File: src/gfx_defines.svh
/*
  Register indices, field positions, reset values and I/O port numbers of
  the graphics datapath. Assumes inclusion by bare name, definitions only.
*/
`ifndef GFX_DEFINES_SVH
`define GFX_DEFINES_SVH

// I/O ports of the index/data pair
`define GFX_PORT_INDEX    16'h03CE
`define GFX_PORT_DATA     16'h03CF

// Register indices behind the data port
`define GFX_IDX_SETRESET  4'h0
`define GFX_IDX_SR_ENABLE 4'h1
`define GFX_IDX_CMP_COLOR 4'h2
`define GFX_IDX_ROTATE    4'h3
`define GFX_IDX_READ_PLN  4'h4
`define GFX_IDX_ACC_MODE  4'h5
`define GFX_IDX_WIN_CTRL  4'h6
`define GFX_IDX_CMP_EN    4'h7
`define GFX_IDX_WR_MASK   4'h8

// Field positions in the access mode register
`define GFX_AM_256        6
`define GFX_AM_SHIFT      5
`define GFX_AM_ODDEVEN    4
`define GFX_AM_READ_CMP   3

// Field positions in the window control register
`define GFX_WC_ODDEVEN    1
`define GFX_WC_GRAPHICS   0

// Reset values
`define GFX_RST_BYTE      8'h00
`define GFX_RST_MASK      8'hFF

// Host window bases, upper physical address bits
`define GFX_WIN_A000_128  3'h5
`define GFX_WIN_A000_64   4'hA
`define GFX_WIN_B000_32   5'h16
`define GFX_WIN_B800_32   5'h17

`endif

File: src/gfx_pkg.sv
/*
  Types shared by the graphics datapath files.
  Assumes nothing beyond a SystemVerilog compiler.
*/
package gfx_pkg;

  typedef enum logic [1:0] {
    WMODE_0,
    WMODE_1,
    WMODE_2,
    WMODE_3
  } wmode_t;

  typedef enum logic [1:0] {
    FN_PASS,
    FN_AND,
    FN_OR,
    FN_XOR
  } alu_fn_t;

  typedef enum {
    ST_IDLE,
    ST_RD_WAIT
  } host_state_t;

  // One request toward the four display maps
  typedef struct packed {
    logic        we;
    logic [3:0]  planes;
    logic [15:0] addr;
    logic [31:0] data;
  } map_req_t;

endpackage

File: src/gfx_datapath.sv
/*
  Graphics controller datapath: index/data registers, host window decode,
  read map select and colour compare, four write modes, video shift load.
  Assumes single-cycle host I/O strobes, map data returned by map_rvalid,
  and dot/load enables from the video timing logic on the same clock.
*/
// How it works
// - Read-plane field picks the returned map unless compare read or chain-4 is on; odd/even uses only its high bit.
// - Odd/even reads: plane field 0x picks maps 0/1, 1x maps 2/3.
// - 16-colour mode: shift format bit rules, top bits from colour select.
// - 256-colour mode loads shift registers as nibble pairs per byte.
// - Shift MSB first; format bit picks per-map or even/odd bit loading.
// - Mode odd/even bit: even addresses hit maps 0/2, odd maps 1/3.
// - Normal read returns selected map; chain-4 overrides the selection.
// - Read-type bit set returns per-bit colour compare result.
// - Two-bit write-mode field selects write modes 0 to 3.
// - Mode 0: enabled set/reset bytes, else host data rotated right.
// - Mode 2 fills map n with host bit n, then masks.
// - Mode 3: set/reset data, mask is rotated data AND bit mask.
// - Window field decodes 128K A000, 64K A000, 32K B000, 32K B800.
// - Window odd/even bit replaces A0 by a high bit, A0 steers maps.
// - Graphics bit: 0 alphanumeric, 1 graphics; software matches attribute.
// - Compare-enable bits include or exclude each map from comparison.
// - Bit mask on all maps: 0 keeps latch bit, 1 takes new data.
// - Registers 00h to 08h read/write via data port 3CFh.
// - Index register at 3CEh selects register behind the data port.
// - Function field: pass, AND, OR, XOR with latches.
// - Compare bit is 1 where enabled maps equal the compare colour.
// - Enable set/reset bit chooses set/reset or rotated data in mode 0.
`timescale 1ns/1ps
`default_nettype none
`include "gfx_defines.svh"

module gfx_datapath
  import gfx_pkg::*;
(
  // Clock and reset
  input  wire logic        mclk,
  input  wire logic        reset,
  // Host I/O port cycles
  input  wire logic [15:0] io_addr,
  input  wire logic        io_wr,
  input  wire logic        io_rd,
  input  wire logic [7:0]  io_wdata,
  output var  logic [7:0]  io_rdata_q,
  // Host memory cycles
  input  wire logic        mem_rd,
  input  wire logic        mem_wr,
  input  wire logic [19:0] host_addr,
  input  wire logic [7:0]  host_wdata,
  output var  logic        host_ready_q,
  output var  logic        host_ack_q,
  output var  logic [7:0]  host_rdata_q,
  // Sequencer and attribute settings
  input  wire logic [3:0]  seq_map_mask,
  input  wire logic        seq_chain4,
  input  wire logic [3:0]  color_select,
  // Display map port
  output var  logic        map_valid_q,
  input  wire logic        map_ready,
  output var  map_req_t    map_req_q,
  input  wire logic        map_rvalid,
  input  wire logic [31:0] map_rdata,
  // Video shift path
  input  wire logic        shift_load,
  input  wire logic        dot_en,
  input  wire logic [31:0] shift_data,
  output var  logic [5:0]  pixel_out_low_q,
  output var  logic        pixel_out_bit6_q,
  output var  logic        pixel_out_bit7_q,
  output var  logic        graphics_mode_q
);

  logic [3:0]  index_q;
  logic [3:0]  setreset_q;
  logic [3:0]  sr_enable_q;
  logic [3:0]  cmp_color_q;
  logic [4:0]  rotate_q;
  logic [1:0]  read_plane_q;
  logic [7:0]  acc_mode_q;
  logic [3:0]  win_ctrl_q;
  logic [3:0]  cmp_en_q;
  logic [7:0]  wr_mask_q;
  logic [31:0] latch_q;
  logic [1:0]  rd_plane_q;
  logic        rd_cmp_q;
  logic [3:0]  prev_nib_q;
  host_state_t state_q;

  wmode_t      wmode;
  alu_fn_t     alu_fn;
  logic        data_wr;
  logic        data_rd;
  logic        win_hit;
  logic [16:0] win_off;
  logic        odd_even;
  logic [15:0] map_addr;
  logic [3:0]  wr_planes;
  logic [1:0]  rd_plane;
  logic [7:0]  rot;
  logic [31:0] wr_src;
  logic [31:0] wr_alu;
  logic [7:0]  wr_bits;
  logic [31:0] wr_word;
  logic [7:0]  cmp_byte;
  logic [7:0]  reg_rd;
  logic        take_rd;
  logic        take_wr;
  map_req_t    fifo_in;
  logic        fifo_in_ready;
  logic        fifo_out_valid;
  map_req_t    fifo_out;
  logic [7:0]  load_val [4];
  logic [3:0]  sr_msb;

  assign wmode    = wmode_t'(acc_mode_q[1:0]);
  assign alu_fn   = alu_fn_t'(rotate_q[4:3]);
  assign data_wr  = io_wr && (io_addr == `GFX_PORT_DATA);
  assign data_rd  = io_rd && (io_addr == `GFX_PORT_DATA);
  assign odd_even = acc_mode_q[`GFX_AM_ODDEVEN] ||
                    win_ctrl_q[`GFX_WC_ODDEVEN];

  // Index register; reserved high bits dropped
  always_ff @(posedge mclk) begin
    if (reset) begin
      index_q <= 4'h0;
    end else if (io_wr && io_addr == `GFX_PORT_INDEX) begin
      index_q <= io_wdata[3:0];
    end
  end

  // Data port writes; reserved bits are never stored
  always_ff @(posedge mclk) begin
    if (reset) begin
      setreset_q   <= 4'h0;
      sr_enable_q  <= 4'h0;
      cmp_color_q  <= 4'h0;
      rotate_q     <= 5'h00;
      read_plane_q <= 2'h0;
      acc_mode_q   <= `GFX_RST_BYTE;
      win_ctrl_q   <= 4'h0;
      cmp_en_q     <= 4'h0;
      wr_mask_q    <= `GFX_RST_MASK;
    end else if (data_wr) begin
      case (index_q)
        `GFX_IDX_SETRESET:  setreset_q   <= io_wdata[3:0];
        `GFX_IDX_SR_ENABLE: sr_enable_q  <= io_wdata[3:0];
        `GFX_IDX_CMP_COLOR: cmp_color_q  <= io_wdata[3:0];
        `GFX_IDX_ROTATE:    rotate_q     <= io_wdata[4:0];
        `GFX_IDX_READ_PLN:  read_plane_q <= io_wdata[1:0];
        `GFX_IDX_ACC_MODE:  acc_mode_q   <= io_wdata & 8'h7B;
        `GFX_IDX_WIN_CTRL:  win_ctrl_q   <= io_wdata[3:0];
        `GFX_IDX_CMP_EN:    cmp_en_q     <= io_wdata[3:0];
        `GFX_IDX_WR_MASK:   wr_mask_q    <= io_wdata;
        default: ;
      endcase
    end
  end

  always_comb begin
    case (index_q)
      `GFX_IDX_SETRESET:  reg_rd = {4'h0, setreset_q};
      `GFX_IDX_SR_ENABLE: reg_rd = {4'h0, sr_enable_q};
      `GFX_IDX_CMP_COLOR: reg_rd = {4'h0, cmp_color_q};
      `GFX_IDX_ROTATE:    reg_rd = {3'h0, rotate_q};
      `GFX_IDX_READ_PLN:  reg_rd = {6'h00, read_plane_q};
      `GFX_IDX_ACC_MODE:  reg_rd = acc_mode_q;
      `GFX_IDX_WIN_CTRL:  reg_rd = {4'h0, win_ctrl_q};
      `GFX_IDX_CMP_EN:    reg_rd = {4'h0, cmp_en_q};
      `GFX_IDX_WR_MASK:   reg_rd = wr_mask_q;
      default:            reg_rd = 8'h00;
    endcase
  end

  always_ff @(posedge mclk) begin
    if (reset) begin
      io_rdata_q <= 8'h00;
    end else if (io_rd) begin
      if (io_addr == `GFX_PORT_INDEX) begin
        io_rdata_q <= {4'h0, index_q};
      end else if (data_rd) begin
        io_rdata_q <= reg_rd;
      end else begin
        io_rdata_q <= 8'h00;
      end
    end
  end

  always_ff @(posedge mclk) begin
    if (reset) begin
      graphics_mode_q <= 1'b0;
    end else begin
      graphics_mode_q <= win_ctrl_q[`GFX_WC_GRAPHICS];
    end
  end

  // Host window decode and offset
  always_comb begin
    case (win_ctrl_q[3:2])
      2'b00: begin
        win_hit = host_addr[19:17] == `GFX_WIN_A000_128;
        win_off = host_addr[16:0];
      end
      2'b01: begin
        win_hit = host_addr[19:16] == `GFX_WIN_A000_64;
        win_off = {1'b0, host_addr[15:0]};
      end
      2'b10: begin
        win_hit = host_addr[19:15] == `GFX_WIN_B000_32;
        win_off = {2'b00, host_addr[14:0]};
      end
      default: begin
        win_hit = host_addr[19:15] == `GFX_WIN_B800_32;
        win_off = {2'b00, host_addr[14:0]};
      end
    endcase
  end

  // Map addressing, write steering and read plane choice
  always_comb begin
    if (seq_chain4) begin
      map_addr  = {1'b0, win_off[16:2]};
      wr_planes = 4'h1 << win_off[1:0];
      rd_plane  = win_off[1:0];
    end else if (odd_even) begin
      map_addr  = {win_off[15:1], win_off[16]};
      wr_planes = win_off[0] ? 4'hA : 4'h5;
      rd_plane  = {read_plane_q[1], win_off[0]};
    end else begin
      map_addr  = win_off[15:0];
      wr_planes = 4'hF;
      rd_plane  = read_plane_q;
    end
  end

  // Write datapath: rotate, source select, function, mask merge
  assign rot = 8'((({host_wdata, host_wdata}) >> rotate_q[2:0]));

  always_comb begin
    for (int k = 0; k < 4; k++) begin
      case (wmode)
        WMODE_0: wr_src[8*k +: 8] = sr_enable_q[k] ?
                                    {8{setreset_q[k]}} : rot;
        WMODE_2: wr_src[8*k +: 8] = {8{host_wdata[k]}};
        default: wr_src[8*k +: 8] = {8{setreset_q[k]}};
      endcase
    end
  end

  always_comb begin
    case (alu_fn)
      FN_AND:  wr_alu = wr_src & latch_q;
      FN_OR:   wr_alu = wr_src | latch_q;
      FN_XOR:  wr_alu = wr_src ^ latch_q;
      default: wr_alu = wr_src;
    endcase
  end

  assign wr_bits = (wmode == WMODE_3) ? (rot & wr_mask_q) : wr_mask_q;

  always_comb begin
    if (wmode == WMODE_1) begin
      wr_word = latch_q;
    end else begin
      wr_word = (wr_alu & {4{wr_bits}}) |
                (latch_q & ~{4{wr_bits}});
    end
  end

  // Colour compare over enabled maps
  always_comb begin
    for (int b = 0; b < 8; b++) begin
      cmp_byte[b] = 1'b1;
      for (int k = 0; k < 4; k++) begin
        cmp_byte[b] = cmp_byte[b] & ~(cmp_en_q[k] &
                      (map_rdata[8*k + b] ^ cmp_color_q[k]));
      end
    end
  end

  // Host cycle sequencing through the map FIFO
  assign take_rd = (state_q == ST_IDLE) && mem_rd && win_hit &&
                   fifo_in_ready;
  assign take_wr = (state_q == ST_IDLE) && mem_wr && !mem_rd &&
                   win_hit && fifo_in_ready;

  always_comb begin
    fifo_in.we     = take_wr;
    fifo_in.planes = wr_planes & seq_map_mask;
    fifo_in.addr   = map_addr;
    fifo_in.data   = wr_word;
    if (take_rd) begin
      fifo_in.planes = 4'hF;
    end
  end

  always_ff @(posedge mclk) begin
    if (reset) begin
      state_q    <= ST_IDLE;
      rd_plane_q <= 2'h0;
      rd_cmp_q   <= 1'b0;
    end else begin
      case (state_q)
        ST_IDLE: if (take_rd) begin
          state_q    <= ST_RD_WAIT;
          rd_plane_q <= rd_plane;
          rd_cmp_q   <= acc_mode_q[`GFX_AM_READ_CMP];
        end
        ST_RD_WAIT: if (map_rvalid) begin
          state_q <= ST_IDLE;
        end
        default: state_q <= ST_IDLE;
      endcase
    end
  end

  always_ff @(posedge mclk) begin
    if (reset) begin
      latch_q      <= 32'h0000_0000;
      host_rdata_q <= 8'h00;
    end else if (state_q == ST_RD_WAIT && map_rvalid) begin
      latch_q <= map_rdata;
      if (rd_cmp_q) begin
        host_rdata_q <= cmp_byte;
      end else begin
        host_rdata_q <= map_rdata[8*rd_plane_q +: 8];
      end
    end
  end

  always_ff @(posedge mclk) begin
    if (reset) begin
      host_ack_q   <= 1'b0;
      host_ready_q <= 1'b0;
    end else begin
      host_ack_q   <= take_wr || (state_q == ST_RD_WAIT && map_rvalid);
      host_ready_q <= fifo_in_ready && (state_q == ST_IDLE) &&
                      !take_rd;
    end
  end

  gfx_fifo #(
    .WIDTH ($bits(map_req_t)),
    .DEPTH (4)
  ) u_fifo (
    .mclk      (mclk),
    .reset     (reset),
    .in_valid  (take_rd || take_wr),
    .in_ready  (fifo_in_ready),
    .in_data   (fifo_in),
    .out_valid (fifo_out_valid),
    .out_ready (map_ready || !map_valid_q),
    .out_data  (fifo_out)
  );

  // Output stage toward the maps
  always_ff @(posedge mclk) begin
    if (reset) begin
      map_valid_q <= 1'b0;
      map_req_q   <= '0;
    end else if (map_ready || !map_valid_q) begin
      map_valid_q <= fifo_out_valid;
      map_req_q   <= fifo_out;
    end
  end

  // Shift register load arrangements
  always_comb begin
    for (int j = 0; j < 4; j++) begin
      for (int s = 0; s < 8; s++) begin
        if (acc_mode_q[`GFX_AM_256]) begin
          load_val[j][7-s] = shift_data[8*(s/2) + j + 4*(1 - s%2)];
        end else if (acc_mode_q[`GFX_AM_SHIFT]) begin
          load_val[j][7-s] = shift_data[8*((j/2)*2 + s/4) +
                                        6 - 2*(s%4) + j%2];
        end else begin
          load_val[j][7-s] = shift_data[8*j + 7 - s];
        end
      end
    end
  end

  for (genvar g = 0; g < 4; g++) begin : g_shift
    gfx_shifter u_sh (
      .mclk     (mclk),
      .reset    (reset),
      .load     (shift_load),
      .shift    (dot_en),
      .load_val (load_val[g]),
      .msb      (sr_msb[g])
    );
  end

  // Pixel output: palette index low bits and the top colour bits
  always_ff @(posedge mclk) begin
    if (reset) begin
      prev_nib_q       <= 4'h0;
      pixel_out_low_q  <= 6'h00;
      pixel_out_bit6_q <= 1'b0;
      pixel_out_bit7_q <= 1'b0;
    end else if (dot_en) begin
      prev_nib_q <= sr_msb;
      if (acc_mode_q[`GFX_AM_256]) begin
        pixel_out_low_q  <= {prev_nib_q[1:0], sr_msb};
        pixel_out_bit6_q <= prev_nib_q[2];
        pixel_out_bit7_q <= prev_nib_q[3];
      end else begin
        pixel_out_low_q  <= {2'b00, sr_msb};
        pixel_out_bit6_q <= color_select[2];
        pixel_out_bit7_q <= color_select[3];
      end
    end
  end

  // Checks
  property p_idx;
    @(posedge mclk) disable iff (reset)
    io_wr && io_addr == `GFX_PORT_INDEX |=> index_q == $past(io_wdata[3:0]);
  endproperty
  a_idx: assert property (p_idx) else $error("index not taken");

  property p_mask_rd;
    @(posedge mclk) disable iff (reset)
    data_wr && index_q == `GFX_IDX_WR_MASK ##1 (!data_wr) [*3] ##1
    data_rd && index_q == `GFX_IDX_WR_MASK |=>
    io_rdata_q == $past(io_wdata, 5);
  endproperty
  a_mask_rd: assert property (p_mask_rd) else $error("mask readback");

  property p_resv;
    @(posedge mclk) disable iff (reset)
    data_rd && index_q == `GFX_IDX_READ_PLN |=> io_rdata_q[7:2] == 6'h00;
  endproperty
  a_resv: assert property (p_resv) else $error("reserved bits set");

  property p_cmp_rd;
    @(posedge mclk) disable iff (reset)
    state_q == ST_RD_WAIT && map_rvalid && rd_cmp_q |=>
    host_rdata_q == $past(cmp_byte) && latch_q == $past(map_rdata);
  endproperty
  a_cmp_rd: assert property (p_cmp_rd) else $error("compare read");

  property p_map_rd;
    @(posedge mclk) disable iff (reset)
    take_rd && !acc_mode_q[`GFX_AM_READ_CMP] && !seq_chain4 && !odd_even
    ##[1:8] (map_rvalid && state_q == ST_RD_WAIT) |=>
    host_rdata_q == $past(map_rdata[8*read_plane_q +: 8]);
  endproperty
  a_map_rd: assert property (p_map_rd) else $error("plane read");

  property p_mode1;
    @(posedge mclk) disable iff (reset)
    take_wr && wmode == WMODE_1 |-> fifo_in.we && fifo_in.data == latch_q;
  endproperty
  a_mode1: assert property (p_mode1) else $error("mode 1 data");

  property p_keep;
    @(posedge mclk) disable iff (reset)
    wmode != WMODE_1 |-> ((wr_word ^ latch_q) & ~{4{wr_bits}}) == '0;
  endproperty
  a_keep: assert property (p_keep) else $error("masked bit changed");

  property p_oe;
    @(posedge mclk) disable iff (reset)
    take_wr && odd_even && !seq_chain4 |->
    (fifo_in.planes & (win_off[0] ? 4'h5 : 4'hA)) == 4'h0;
  endproperty
  a_oe: assert property (p_oe) else $error("odd/even steering");

  property p_win;
    @(posedge mclk) disable iff (reset)
    win_ctrl_q[3:2] == 2'b11 && host_addr[19:15] == 5'h16 |-> !win_hit;
  endproperty
  a_win: assert property (p_win) else $error("window decode");

  property p_top;
    @(posedge mclk) disable iff (reset)
    dot_en && !acc_mode_q[`GFX_AM_256] |=>
    pixel_out_bit7_q == $past(color_select[3]) && pixel_out_low_q[5:4] == 2'h0;
  endproperty
  a_top: assert property (p_top) else $error("top colour bits");

  c_wr: cover property (@(posedge mclk) disable iff (reset) take_wr);
  c_rd: cover property (@(posedge mclk) disable iff (reset)
    take_rd ##[1:8] host_ack_q);
  c_full: cover property (@(posedge mclk) disable iff (reset)
    !fifo_in_ready);

endmodule
`default_nettype wire

File: src/gfx_fifo.sv
/*
  Small synchronous FIFO with valid/ready on both sides.
  Assumes one clock and a synchronous active-high reset.
*/
`timescale 1ns/1ps
`default_nettype none

module gfx_fifo #(
  parameter int WIDTH = 8,
  parameter int DEPTH = 4
) (
  // Clock and reset
  input  wire logic             mclk,
  input  wire logic             reset,
  // Filling side
  input  wire logic             in_valid,
  output var  logic             in_ready,
  input  wire logic [WIDTH-1:0] in_data,
  // Draining side
  output var  logic             out_valid,
  input  wire logic             out_ready,
  output var  logic [WIDTH-1:0] out_data
);
  localparam int AW = $clog2(DEPTH);

  logic [WIDTH-1:0] mem_q [DEPTH];
  logic [AW-1:0]    wr_q;
  logic [AW-1:0]    rd_q;
  logic [AW:0]      cnt_q;
  logic             push;
  logic             pop;

  assign push      = in_valid && in_ready;
  assign pop       = out_valid && out_ready;
  assign in_ready  = (cnt_q != (AW+1)'(DEPTH));
  assign out_valid = (cnt_q != '0);
  assign out_data  = mem_q[rd_q];

  always_ff @(posedge mclk) begin
    if (push) begin
      mem_q[wr_q] <= in_data;
    end
  end

  always_ff @(posedge mclk) begin
    if (reset) begin
      wr_q  <= '0;
      rd_q  <= '0;
      cnt_q <= '0;
    end else begin
      if (push) begin
        wr_q <= (wr_q == AW'(DEPTH-1)) ? '0 : wr_q + 1'b1;
      end
      if (pop) begin
        rd_q <= (rd_q == AW'(DEPTH-1)) ? '0 : rd_q + 1'b1;
      end
      cnt_q <= cnt_q + (AW+1)'(push) - (AW+1)'(pop);
    end
  end

endmodule
`default_nettype wire

File: src/gfx_shifter.sv
/*
  One 8-bit video shift register, loaded in parallel, shifted MSB first.
  Assumes load and shift enables from the same clock domain.
*/
`timescale 1ns/1ps
`default_nettype none

module gfx_shifter (
  // Clock and reset
  input  wire logic       mclk,
  input  wire logic       reset,
  // Control and data
  input  wire logic       load,
  input  wire logic       shift,
  input  wire logic [7:0] load_val,
  output var  logic       msb
);
  logic [7:0] sr_q;

  always_ff @(posedge mclk) begin
    if (reset) begin
      sr_q <= 8'h00;
    end else if (load) begin
      sr_q <= load_val;
    end else if (shift) begin
      sr_q <= {sr_q[6:0], 1'b0};
    end
  end

  assign msb = sr_q[7];

endmodule
`default_nettype wire

File: config.mk
export PLATFORM = sky130hd
export DESIGN_NAME = gfx_datapath
export DESIGN_NICKNAME = d
export VERILOG_FILES = /design/src/gfx_pkg.sv /design/src/gfx_datapath.sv /design/src/gfx_fifo.sv /design/src/gfx_shifter.sv
export VERILOG_INCLUDE_DIRS = /design/src
export SDC_FILE = /design/constraint.sdc
export NUM_CORES = 1
export LEC_CHECK = 0
export ABC_CLOCK_PERIOD_IN_PS = 3500
export BUFFER_PORTS_ARGS = -buffer_cell sky130_fd_sc_hd__clkbuf_2
export CAP_MARGIN = 5
export CORE_ASPECT_RATIO = 1.75
export CORE_MARGIN = 1.5
export CORE_UTILIZATION = 50
export CTS_CLUSTER_SIZE = 20
export DETAILED_ROUTE_END_ITERATION = 7
export GPL_TIMING_DRIVEN = 0
export PLACE_DENSITY_LB_ADDON = 0.08
export SETUP_SLACK_MARGIN = 0.3
export SYNTH_ARGS = -nofsm -noshare
export SYNTH_HDL_FRONTEND = slang
export SYNTH_HIERARCHICAL = 1
export SYNTH_SLANG_ARGS = --single-unit
File: constraint.sdc
create_clock -name mclk -period 3.5 [get_ports mclk]
set_input_delay 0.7 -clock mclk [delete_from_list [all_inputs] [get_ports mclk]]
set_output_delay 0.7 -clock mclk [all_outputs]
set_load 0.005 [all_outputs]
==> load_flow_metrics.sql <==
INSERT INTO impl_metrics (metric_group, metric, value, unit) VALUES
('status', 'status', 'completed', ''),
('timing', 'setup_repair_after_global_routing_missed_its_margin', 'yes', ''),
('synthesis', 'yosys_warning_count', '6', ''),
('synthesis', 'asyncSetResetFlopFracSynth', '0', ''),
('global_route', 'vias_in_the_first_global_route', '15200', ''),
('placed_design', 'place_worst_setup_slack', '-521', 'ps'),
('detailed_routing', 'drt-pass1-iter-count', '5', ''),
('clock_tree', 'clkSinkCount', '415', ''),
('setup_path', 'cp-end-kind', 'flip-flop', ''),
('synthesis', 'synth_edf_count', '212', ''),
('floorplanning', 'design.core.area', '0.0398', 'mm^2'),
('clock_tree', 'ctsHtreeMaxLevel', '2', ''),
('clock_tree', 'cts_hold_repair_buffers', '0', ''),
('setup_path', 'timing.critical_path.from_type', 'flip-flop', ''),
('finish', 'drive_above_1_share', '0.213', ''),
('synthesis', 'netlist_instances', '1795', ''),
('placed_design', 'place.detailed.hpwl', '44000', 'um'),
('timing', 'fin_worst_skew', '20.3', 'ps'),
('synthesis', 'post_synth_instance_area', '0.0201', 'mm^2'),
('global_route', 'grt_pass1_wl', '87700', 'um'),
('synthesis', 'ys_seq_elements', '415', ''),
('power', 'share_clk_of_total_power', '0.354', ''),
('timing', 'fin_ws', '258', 'ps'),
('power', 'share_seq_of_total_power', '0.454', ''),
('setup_path', 'worst_path_largest_cell_delay', '410', 'ps'),
('finish', 'fillCellCount', '3477', ''),
('clock_tree', 'worst_setup_hold_path_clk_slew', '70', 'ps'),
('synthesis', 'synth.cells.most_frequent', 'nand2_1, edfxtp_1, dfxtp_1', ''),
('finish', 'areaGrowthSynthToFinish', '15.8', '%'),
('floorplanning', 'dieWidth', '155', 'um'),
('synthesis', 'synthesis.area_per_instance', '11.2', 'um^2'),
('detailed_routing', 'antenna_left', '0', ''),
('finish', 'final_net_count', '2219', ''),
('setup_path', 'family_with_the_most_delay_on_the_worst_path', 'simple AND/OR/NAND/NOR gates', ''),
('power', 'p_sw', '3.26', 'mW'),
('setup_path', 'timing.critical_path.cells', 'and3b_1, a311oi_1, and2_1, nand4b_1, nand2_2, nand2_1, ha_1, inv_1, ha_1, inv_1, fa_1, xor2_1, and2_1, nor3_1', ''),
('clock_tree', 'clock_insertion_delay_worst_skew', '550', 'ps'),
('timing', 'relative_slew_slack', '0.177', ''),
('floorplanning', 'initial_standard_cell_utilization_of_the_core', '0.505', ''),
('global_route', 'antenna_violations_before_repair', '1', ''),
('synthesis', 'main_flop_type_after_synthesis', 'edfxtp_1', ''),
('clock_tree', 'ctsLongestPathBuffers', '3', ''),
('power', 'static-leakage-power', '8.91', 'nW'),
('detailed_routing', 'drc', '0', ''),
('finish', 'utilization', '0.585', ''),
('setup_path', 'timing.critical_path.slowest_stage_cell', 'dfxtp_1', ''),
('floorplanning', 'die_h', '268', 'um'),
('synthesis', 'synth.top_cells.by_area', 'edfxtp_1, dfxtp_1, mux4_2', ''),
('finish', 'multi_input_comb_area', '0.00907', 'mm^2'),
('floorplanning', 'rows', '97', ''),
('power', 'power.internal', '9.10', 'mW'),
('floorplanning', 'top_ports', '216', ''),
('detailed_routing', 'routed_via_density', '5.88', ''),
('hold_path', 'holdCritPathClass', 'input pin to flip-flop', ''),
('placed_design', 'place.gp.congestion', '0.948', ''),
('power', 'p_sw_frac', '0.264', ''),
('floorplanning', 'dieArea', '0.0415', 'mm^2'),
('setup_path', 'worst_ep_required_time', '3950', 'ps'),
('timing', 'max_clk_rate', '308', 'MHz'),
('timing', 'finalSetupViolCount', '0', ''),
('synthesis', 'ys_types', '68', ''),
('detailed_routing', 'wl_per_cell', '22.9', 'um'),
('setup_path', 'crit_buf_inv', '2', ''),
('power', 'power.share.combinational', '0.193', ''),
('timing', 'worst_slew_pin_slew', '1230', 'ps'),
('synthesis', 'synth_top_area_frac', '0.317', ''),
('global_route', 'grt_util_all_layers', '0.281', ''),
('synthesis', 'yosys.cell_count.top_type', 'nand2_1', ''),
('detailed_routing', 'drt_first_iter_violations', '858', ''),
('timing', 'period_share', '0.926', ''),
('run', 'maxCapViolations', '0', '');
-- cells by family after synthesis --
group / share of synthesized area
mux: 0.152
flops: 0.519
compound gates: 0.133
fa+ha+maj: 0.0253
simple gates: 0.117
buf+inv: 0.0398
xor+xnor: 0.0144
-- cell usage in the layout (no fill, tap or decap), types with 7 or more instances in the layout --
cell       count
inv_1         52
buf_2          9
nand2b_1      16
and2_1         7
a32oi_1       11
a211o_1       10
mux2_2        28
buf_4         12
a221o_1       16
ha_1          39
nor2_1       102
edfxtp_1     212
nand4_2        7
a21oi_1      145
nand2_1      247
nor3b_1        7
clkbuf_1      86
o22ai_1        7
nor3_1        10
buf_1         17
a22oi_1       19
xor2_1        33
a311oi_1       9
mux4_2        70
o211ai_1      14
nor2b_1       63
o21ai_0       68
a21boi_0      10
clkbuf_2     209
dfxtp_1      202
mux2i_1      108
clkbuf_16     38
a211oi_1      48
a2bb2oi_1     10
-- state kept, by name, summed over array words and instances, names as in the netlist, 6 cells and up, named ones only --
name / cells
pixel_out_low_q: 6
io_rdata_q: 8
wr_mask_q: 8
g_shift.u_sh/sr_q: 32
acc_mode_q: 6
map_req_q: 53
latch_q: 32
host_rdata_q: 8
u_fifo/mem_q: 212
-- worst paths after layout --
check,from,endpoint,slack (ps),depth (start not counted)
setup reg to reg,win_ctrl_q[2]$_SDFFE_PP0P_,u_fifo/cnt_q[2]$_SDFF_PP0_,260,14
setup / recovery,win_ctrl_q[2]$_SDFFE_PP0P_,u_fifo/cnt_q[2]$_SDFF_PP0_,260,14
hold reg to reg,map_req_q[37]$_SDFFE_PP0P_,map_req_q[37]$_SDFFE_PP0P_,450,2
hold / removal,io_wdata[7],wr_mask_q[7]$_SDFFE_PP1P_,360,2
-- power by group through the flow --
stage	logic, mW	clock network (mW)	registers (mW)
detailed placement	2.40	0	5.72
floorplan	1.59	0	5.70
global placement	2.37	0	5.71
finish	2.38	4.37	5.61
CTS	2.42	4.44	5.61
global route	2.62	4.62	5.64
-- repair_timing --
item | 4_1_cts | 5_1_grt
setup buffers | 1 | 2
pin swaps | 1 | 1
gates cloned | 0 | 0
setup endpoints to repair | 302 | 81
gates resized for setup | 13 | 21
-- stage by stage --
step           hold WS, ps  instances  instance area, um^2  setup TNS [ps]
6_report               360       2569                23300               0
3_5_place_dp           442       2496                21800          -30050
3_3_place_gp           438       2496                21800         -109990
5_1_grt                367       2569                23300               0
2_1_floorplan          448       1795                20100               0
4_1_cts                346       2566                23100               0
-- worst register-to-register path, stage by stage (launching register included) --
cell and delay (ps):
dfxtp_1 410, and3b_1 200, a311oi_1 280, and2_1 200, nand4b_1 290, nand2_2 230, nand2_1 130, ha_1 310
inv_1 60, ha_1 130, inv_1 50, fa_1 410, xor2_1 160, and2_1 160, nor3_1 150
-- per-layer routing --
metal | global-route usage | part of all wire | up-vias
met1 | 0.301 | 0.36 | 7339
met2 | 0.529 | 0.53 | 488
met5 | 0 | 0 | -
met4 | 0.170 | 0.064 | 0
met3 | 0.0324 | 0.042 | 156
li1 | - | - | 7127
-- cell type report --
type	count	area share
timing repair buffer	209	0.0453
inverter	53	0.00855
tap	495	0.0266
multi-input combinational	1198	0.390
clock buffer	46	0.0434
sequential	415	0.448
clock inverter	23	0.0123
buffer	129	0.0259
antenna	1	0.000108
(Power assumes the default switching activity.)
